[config.mk]
export PLATFORM = sky130hd
export DESIGN_NAME = mmrb_regs
export DESIGN_NICKNAME = d
export VERILOG_FILES = /design/src/hw/mmrb_pkg.sv /design/src/hw/mmrb_regs.sv
export SDC_FILE = /design/constraint.sdc
export NUM_CORES = 1
export LEC_CHECK = 0
export BUFFER_PORTS_ARGS = -buffer_cell sky130_fd_sc_hd__buf_4
export CAP_MARGIN = 10
export CORE_MARGIN = 3
export CORE_UTILIZATION = 53
export CTS_BUF_LIST = sky130_fd_sc_hd__clkbuf_8
export DETAILED_ROUTE_END_ITERATION = 8
export PLACE_DENSITY = 0.82
export SYNTH_ARGS = -nofsm -noshare
export SYNTH_HDL_FRONTEND = slang
export SYNTH_SLANG_ARGS = --single-unit
[constraint.sdc]
create_clock -name core_clk -period 6.4 [get_ports core_clk]
set_clock_uncertainty 0.15 [all_clocks]
set_input_delay 0.64 -clock core_clk [delete_from_list [all_inputs] [get_ports core_clk]]
set_output_delay 0.64 -clock core_clk [all_outputs]
set_load 0.005 [all_outputs]
[src/hw/mmrb_pkg.sv]
/*
  Package for the motor measurement readback bank: register addresses,
  field layouts, reset values and gain encodings.
  Assumes a plain address/strobe register port with 32-bit data.
*/
package mmrb_pkg;

  localparam int MMRB_ADDR_W = 12;
  localparam int MMRB_DATA_W = 32;
  localparam int MMRB_GAIN_W = 16;

  // offsets are word indices; byte address is four times these
  localparam logic [MMRB_ADDR_W-1:0] MMRB_IDX_PHASE_B_CURRENT = 12'h440;
  localparam logic [MMRB_ADDR_W-1:0] MMRB_IDX_PHASE_C_CURRENT = 12'h442;
  localparam logic [MMRB_ADDR_W-1:0] MMRB_IDX_CUR_GAIN = 12'h466;
  localparam logic [MMRB_ADDR_W-1:0] MMRB_IDX_VOLT_GAIN = 12'h476;
  localparam logic [MMRB_ADDR_W-1:0] MMRB_IDX_SUPPLY_BUS_V = 12'h478;
  localparam logic [MMRB_ADDR_W-1:0] MMRB_IDX_PHASE_A_V = 12'h47e;

  // gain field position
  localparam int MMRB_GAIN_LSB = 0;
  localparam int MMRB_GAIN_MSB = 15;

  // reset values
  localparam logic [MMRB_DATA_W-1:0] MMRB_RST_WORD = 32'h0000_0000;
  localparam logic [MMRB_GAIN_W-1:0] MMRB_RST_GAIN = 16'h0000;
  localparam logic [MMRB_DATA_W-1:0] MMRB_UNMAPPED = 32'h0000_0000;

  // current sense gain codes, volts per ampere
  localparam logic [MMRB_GAIN_W-1:0] MMRB_CGAIN_1V2 = 16'h0000;
  localparam logic [MMRB_GAIN_W-1:0] MMRB_CGAIN_0V6 = 16'h0001;
  localparam logic [MMRB_GAIN_W-1:0] MMRB_CGAIN_0V3 = 16'h0002;
  localparam logic [MMRB_GAIN_W-1:0] MMRB_CGAIN_0V15 = 16'h0003;

  // voltage sense gain codes, full scale
  localparam logic [MMRB_GAIN_W-1:0] MMRB_VGAIN_60V = 16'h0000;
  localparam logic [MMRB_GAIN_W-1:0] MMRB_VGAIN_30V = 16'h0001;
  localparam logic [MMRB_GAIN_W-1:0] MMRB_VGAIN_15V = 16'h0002;

  // scaling: fraction bits of every measurement word
  localparam int MMRB_FRAC_BITS = 27;

endpackage

[src/hw/mmrb_regs.sv]
/*
  Motor measurement readback bank: holds the latest measured currents,
  voltages and sense gain settings and serves them to software.
  Assumes the measurement engine on core_clk presents each value with a
  one-cycle update strobe, and a register master per the plain port.
  Assumes further:
  - every input is already on core_clk, so nothing is synchronised here;
  - reg_addr is a byte address and its two low bits are not decoded;
  - a read strobe is one cycle long and its word stands on reg_rdata in
    the next cycle only, zero otherwise;
  - write strobes may arrive but never reach storage;
  - an update and a read of the same word in one cycle read the old word;
  - the phase A voltage is only taken while startup speed detection runs.
*/
// Local design decision: the address-and-strobe port.
`timescale 1ns/1ps
`default_nettype none

module mmrb_regs
  import mmrb_pkg::*;
(
  // clock and reset
  input wire logic core_clk,
  input wire logic rst,
  // register port
  input wire logic [MMRB_ADDR_W+1:0] reg_addr,
  input wire logic [MMRB_DATA_W-1:0] reg_wdata,
  input wire logic reg_wr,
  input wire logic reg_rd,
  output logic [MMRB_DATA_W-1:0] reg_rdata,
  // measurement updates
  input wire logic phase_b_current_vld,
  input wire logic [MMRB_DATA_W-1:0] phase_b_current_in,
  input wire logic phase_c_current_vld,
  input wire logic [MMRB_DATA_W-1:0] phase_c_current_in,
  input wire logic current_amp_gain_vld,
  input wire logic [MMRB_GAIN_W-1:0] current_amp_gain_in,
  input wire logic voltage_gain_vld,
  input wire logic [MMRB_GAIN_W-1:0] voltage_gain_in,
  input wire logic supply_bus_volts_vld,
  input wire logic [MMRB_DATA_W-1:0] supply_bus_volts_in,
  input wire logic startup_speed_detection,
  input wire logic terminal_a_volts_vld,
  input wire logic [MMRB_DATA_W-1:0] terminal_a_volts_in
);

  typedef struct packed {
    logic [MMRB_DATA_W-1:0] phase_b_current;
    logic [MMRB_DATA_W-1:0] phase_c_current;
    logic [MMRB_GAIN_W-1:0] current_amp_gain_readback;
    logic [MMRB_GAIN_W-1:0] voltage_gain_readback;
    logic [MMRB_DATA_W-1:0] supply_bus_volts_word;
    logic [MMRB_DATA_W-1:0] terminal_a_volts_word;
    logic [MMRB_DATA_W-1:0] rdata;
  } mmrb_state_t;

  // read selection, one bit per mapped word
  typedef enum logic [6:0] {
    MMRB_SEL_NONE = 7'h01,
    MMRB_SEL_PHASE_B = 7'h02,
    MMRB_SEL_PHASE_C = 7'h04,
    MMRB_SEL_CUR_GAIN = 7'h08,
    MMRB_SEL_VOLT_GAIN = 7'h10,
    MMRB_SEL_SUPPLY = 7'h20,
    MMRB_SEL_PHASE_A = 7'h40
  } mmrb_sel_t;

  mmrb_state_t state;
  mmrb_state_t next_state;
  logic [MMRB_ADDR_W-1:0] read_index;
  mmrb_sel_t read_sel;
  logic phase_a_take;

  ////////////////////////////////////////////////////////////////////////////

  // word index from byte address; low two bits ignored
  function automatic logic [MMRB_ADDR_W-1:0] mmrb_index(
    input logic [MMRB_ADDR_W+1:0] addr
  );
    mmrb_index = addr[MMRB_ADDR_W+1:2];
  endfunction

  // 16-bit field into a word, upper bits zero
  function automatic logic [MMRB_DATA_W-1:0] mmrb_gain_word(
    input logic [MMRB_GAIN_W-1:0] gain
  );
    mmrb_gain_word = MMRB_RST_WORD;
    mmrb_gain_word[MMRB_GAIN_MSB:MMRB_GAIN_LSB] = gain;
  endfunction

  // new word when its strobe is up, else the held one
  function automatic logic [MMRB_DATA_W-1:0] mmrb_take_word(
    input logic vld,
    input logic [MMRB_DATA_W-1:0] held,
    input logic [MMRB_DATA_W-1:0] fresh
  );
    if (vld) begin
      mmrb_take_word = fresh;
    end else begin
      mmrb_take_word = held;
    end
  endfunction

  // same for a 16-bit gain code; codes are kept as given
  function automatic logic [MMRB_GAIN_W-1:0] mmrb_take_gain(
    input logic vld,
    input logic [MMRB_GAIN_W-1:0] held,
    input logic [MMRB_GAIN_W-1:0] fresh
  );
    if (vld) begin
      mmrb_take_gain = fresh;
    end else begin
      mmrb_take_gain = held;
    end
  endfunction

  ////////////////////////////////////////////////////////////////////////////

  // strobed word index to read selection; others read as zero
  function automatic mmrb_sel_t mmrb_decode(
    input logic rd,
    input logic [MMRB_ADDR_W-1:0] index
  );
    mmrb_decode = MMRB_SEL_NONE;
    if (rd) begin
      unique case (index)
        MMRB_IDX_PHASE_B_CURRENT: begin
          mmrb_decode = MMRB_SEL_PHASE_B;
        end

        MMRB_IDX_PHASE_C_CURRENT: begin
          mmrb_decode = MMRB_SEL_PHASE_C;
        end

        MMRB_IDX_CUR_GAIN: begin
          mmrb_decode = MMRB_SEL_CUR_GAIN;
        end

        MMRB_IDX_VOLT_GAIN: begin
          mmrb_decode = MMRB_SEL_VOLT_GAIN;
        end

        MMRB_IDX_SUPPLY_BUS_V: begin
          mmrb_decode = MMRB_SEL_SUPPLY;
        end

        MMRB_IDX_PHASE_A_V: begin
          mmrb_decode = MMRB_SEL_PHASE_A;
        end

        default: begin
          mmrb_decode = MMRB_SEL_NONE;
        end
      endcase
    end
  endfunction

  // selected held value as a bus word
  function automatic logic [MMRB_DATA_W-1:0] mmrb_read_word(
    input mmrb_sel_t sel,
    input mmrb_state_t held
  );
    unique case (sel)
      MMRB_SEL_PHASE_B: begin
        mmrb_read_word = held.phase_b_current;
      end

      MMRB_SEL_PHASE_C: begin
        mmrb_read_word = held.phase_c_current;
      end

      MMRB_SEL_CUR_GAIN: begin
        mmrb_read_word = mmrb_gain_word(held.current_amp_gain_readback);
      end

      MMRB_SEL_VOLT_GAIN: begin
        mmrb_read_word = mmrb_gain_word(held.voltage_gain_readback);
      end

      MMRB_SEL_SUPPLY: begin
        mmrb_read_word = held.supply_bus_volts_word;
      end

      MMRB_SEL_PHASE_A: begin
        mmrb_read_word = held.terminal_a_volts_word;
      end

      MMRB_SEL_NONE: begin
        mmrb_read_word = MMRB_UNMAPPED;
      end

      default: begin
        mmrb_read_word = MMRB_UNMAPPED;
      end
    endcase
  endfunction

  ////////////////////////////////////////////////////////////////////////////

  assign read_index = mmrb_index(reg_addr);

  // no strobe selects nothing, so rdata falls back to zero
  assign read_sel = mmrb_decode(reg_rd, read_index);

  // phase A voltage only taken while startup detection runs
  assign phase_a_take = terminal_a_volts_vld && startup_speed_detection;

  always_comb begin
    next_state = state;
    // capture measurements; reg_wr and reg_wdata never reach storage

    next_state.phase_b_current = mmrb_take_word(
      phase_b_current_vld,
      state.phase_b_current,
      phase_b_current_in
    );

    next_state.phase_c_current = mmrb_take_word(
      phase_c_current_vld,
      state.phase_c_current,
      phase_c_current_in
    );

    next_state.current_amp_gain_readback = mmrb_take_gain(
      current_amp_gain_vld,
      state.current_amp_gain_readback,
      current_amp_gain_in
    );

    next_state.voltage_gain_readback = mmrb_take_gain(
      voltage_gain_vld,
      state.voltage_gain_readback,
      voltage_gain_in
    );

    next_state.supply_bus_volts_word = mmrb_take_word(
      supply_bus_volts_vld,
      state.supply_bus_volts_word,
      supply_bus_volts_in
    );

    next_state.terminal_a_volts_word = mmrb_take_word(
      phase_a_take,
      state.terminal_a_volts_word,
      terminal_a_volts_in
    );

    // read data stands only in the cycle after the strobe
    next_state.rdata = mmrb_read_word(read_sel, state);
  end

  always_ff @(posedge core_clk or posedge rst) begin
    if (rst) begin
      state.phase_b_current <= MMRB_RST_WORD;
      state.phase_c_current <= MMRB_RST_WORD;
      state.current_amp_gain_readback <= MMRB_RST_GAIN;
      state.voltage_gain_readback <= MMRB_RST_GAIN;
      state.supply_bus_volts_word <= MMRB_RST_WORD;
      state.terminal_a_volts_word <= MMRB_RST_WORD;
      state.rdata <= MMRB_UNMAPPED;
    end else begin
      state <= next_state;
    end
  end

  assign reg_rdata = state.rdata;

endmodule // mmrb_regs

`default_nettype wire

==> run_results.csv <==
group,metric,value,unit
outcome,outcome,"finished, final reports clean",
layout,layout-area-overhead-vs-synth,22.7,%
synth,mappedNetlistNets,789,
setup_path,r2r_cells,3,
route,vias,5365,
layout,final_common_cell,"buf_4",
grt,grt_first_pass_wirelength,30300,microns
route,wl_per_cell,21.2,microns
route,ant_nets,0,
setup_path,required,6610,ps
route,drt-total-wl,19800,microns
timing,max_slew_margin,0.266,
timing,post-route-min-period,2840,ps
setup_path,cp_max_fo,18,
placed_design,hpwl,14300,microns
layout,final_cell_mix,"219 x buf_4, 192 x dfrtp_1, 176 x mux2_2",
synth,synth-seq-cells,192,
grt,grt_usage,0.236,
clocking,cts.sink_count,192,
synth,synthCells,572,
timing,worst_slack,3560,ps
layout,nNetsFinal,953,
clocking,hold_buffers,0,
route,drt_iter0_drc,246,
layout,fillCellCount,1071,
synth,synth-seq-area-share,0.583,
clocking,clock_path_buffers,2,
setup_path,critPathLaunchType,"primary input",
layout,drive_gt1_frac,0.587,
timing,worst_hold_slack,105,ps
timing,fin_setup_tns,0,ps
die,ios,249,
setup_path,critPathCaptureType,"flop",
die,rows,44,
synth,ys_warn_count,0,
placed_design,globalplace.congestion,0.837,
clocking,cts_resized,0,
route,first_pass_iters,4,
grt,grt_max_degree,103,
clocking,cts_tree,"built",
timing,finalMaxSlewViolations,0,
die,die_w,131,microns
layout,diodes,0,
grt,grt_pass1_vias,5790,
die,die_area,0.0171,sq mm
synth,syn_area,0.00824,sq mm
layout,utilization,0.680,
clocking,clock_latency,460,ps
timing,worstMarginPinSlew,1100,ps
clocking,clk_pin_slew_worst_paths,90,ps
synth,syn_avg_cell_area,14.4,sq um
route,route.detailed.drc,0,
setup_path,critPathKind,"primary input to flop",
pwr,p_leak,4.57,nW
placed_design,dpl_worst_slack,3130,ps
timing,finalHoldViolations,0,
die,start_util,0.554,
clocking,cts_setup_buffers,0,
grt,antenna_found_initial,0,
pwr,powerDensity,245,mW/mm^2
die,die_h,131,microns
setup_path,cp.arrival,3040,ps
clocking,root_buffer,"clkbuf_8",
timing,rsz0062_at_grt,"false",
clocking,cts_made_buffers,17,
placed_design,portBuffers,213,
die,core_area,0.0149,sq mm
route,vias_per_cell,5.75,
timing,finalSetupViolCount,0,
timing,fmax,353,MHz
setup_path,r2r-start,"state[131]",
synth,ys_types,23,
flow_run,maxCapViolations,0,
pwr,peakVddDrop,160,uV
grt,gr-total-overflow,0,
setup_path,r2r_setup_slack,5090,ps
timing,fin_crit_sh,0.443,
hold_path,hold_class,"primary input to asynchronous set/reset pin",
setup_path,r2r-end,"reg_rdata[3]",
clocking,h-tree-depth,4,
==> registers in the layout, indices dropped and copies added (netlist names) <==
register / flops
state: 160
reg_rdata: 32
==> synthesized netlist by cell type <==
library cell | count | area (sq um)
nor3_1 | 2 | 10.0
buf_2 | 3 | 15.0
inv_1 | 2 | 7.51
nand2b_1 | 2 | 12.5
nand3_1 | 1 | 5.00
a22o_1 | 16 | 140
nand2_1 | 3 | 11.3
buf_6 | 2 | 22.5
mux2_2 | 176 | 1980
dfrtp_1 | 192 | 4800
o22ai_2 | 10 | 125
or4b_1 | 2 | 20.0
a32oi_1 | 2 | 17.5
a22oi_1 | 44 | 330
mux2i_1 | 18 | 180
clkbuf_1 | 24 | 90.1
or2_1 | 2 | 12.5
o22ai_1 | 22 | 138
nor2_1 | 1 | 3.75
buf_4 | 32 | 240
buf_1 | 13 | 48.8
nor4_1 | 2 | 12.5
and2_1 | 1 | 6.26
==> where the power goes <==
| group | switching, mW | total, mW | internal [mW] |
|---|---|---|---|
| clock | 0.409 | 0.754 | 0.345 |
| sequential | 0.0574 | 1.38 | 1.32 |
| combinational | 0.134 | 0.337 | 0.203 |
==> routing by layer <==
metal / routed length (microns) / up-vias / part of all wire / GRT usage
met5: 0 / - / 0 / 0
li1: - / 2397 / - / -
met2: 9770 / 190 / 0.49 / 0.382
met1: 8200 / 2753 / 0.41 / 0.307
met3: 1430 / 25 / 0.072 / 0.0699
met4: 396 / 0 / 0.020 / 0.0774
==> worst max-delay path, stage by stage <==
cell and delay, ps:
buf_4 100, or4b_1 550, or4b_1 790, or2_1 680, o22ai_1 270
==> layout make-up <==
class | count | area [sq um] | share of cell area
Timing Repair Buffer | 219 | 1640 | 0.163
Multi-Input combinational cell | 304 | 3030 | 0.300
Tap cell | 184 | 230 | 0.0228
Clock inverter | 11 | 88.8 | 0.00879
Inverter | 2 | 15.0 | 0.00149
Sequential cell | 192 | 4800 | 0.476
Clock buffer | 21 | 289 | 0.0286
==> kinds of logic after synthesis <==
| group | share of synthesized area |
|---|---|
| AND/OR/NAND/NOR | 0.0114 |
| flip-flops | 0.583 |
| buffers and inverters | 0.0515 |
| AO/OA/AOI/OAI | 0.0912 |
| multiplexers | 0.263 |
==> how the worst max path moves through the flow <==
stage | slack [ps] | endpoint | from | depth (start not counted)
finish | 3560 | reg_rdata[18] | reg_addr[9] | 5
global route | 3480 | reg_rdata[18] | reg_addr[9] | 5
CTS | 3600 | reg_rdata[18] | reg_addr[9] | 5
detailed placement | 3130 | reg_rdata[18] | reg_addr[9] | 5
global placement | 3200 | reg_rdata[21] | reg_addr[9] | 5
floorplan | 380 | reg_rdata[0] | rst | 1
==> through the flow <==
step | power [mW] | std cells | area [sq um]
floorplan | 1.59 | 572 | 8240
global placement | 1.72 | 901 | 9730
detailed placement | 1.74 | 901 | 9730
CTS | 2.49 | 933 | 10100
global route | 2.58 | 933 | 10100
finish | 2.47 | 933 | 10100
Power figures use the tool's default switching activity.
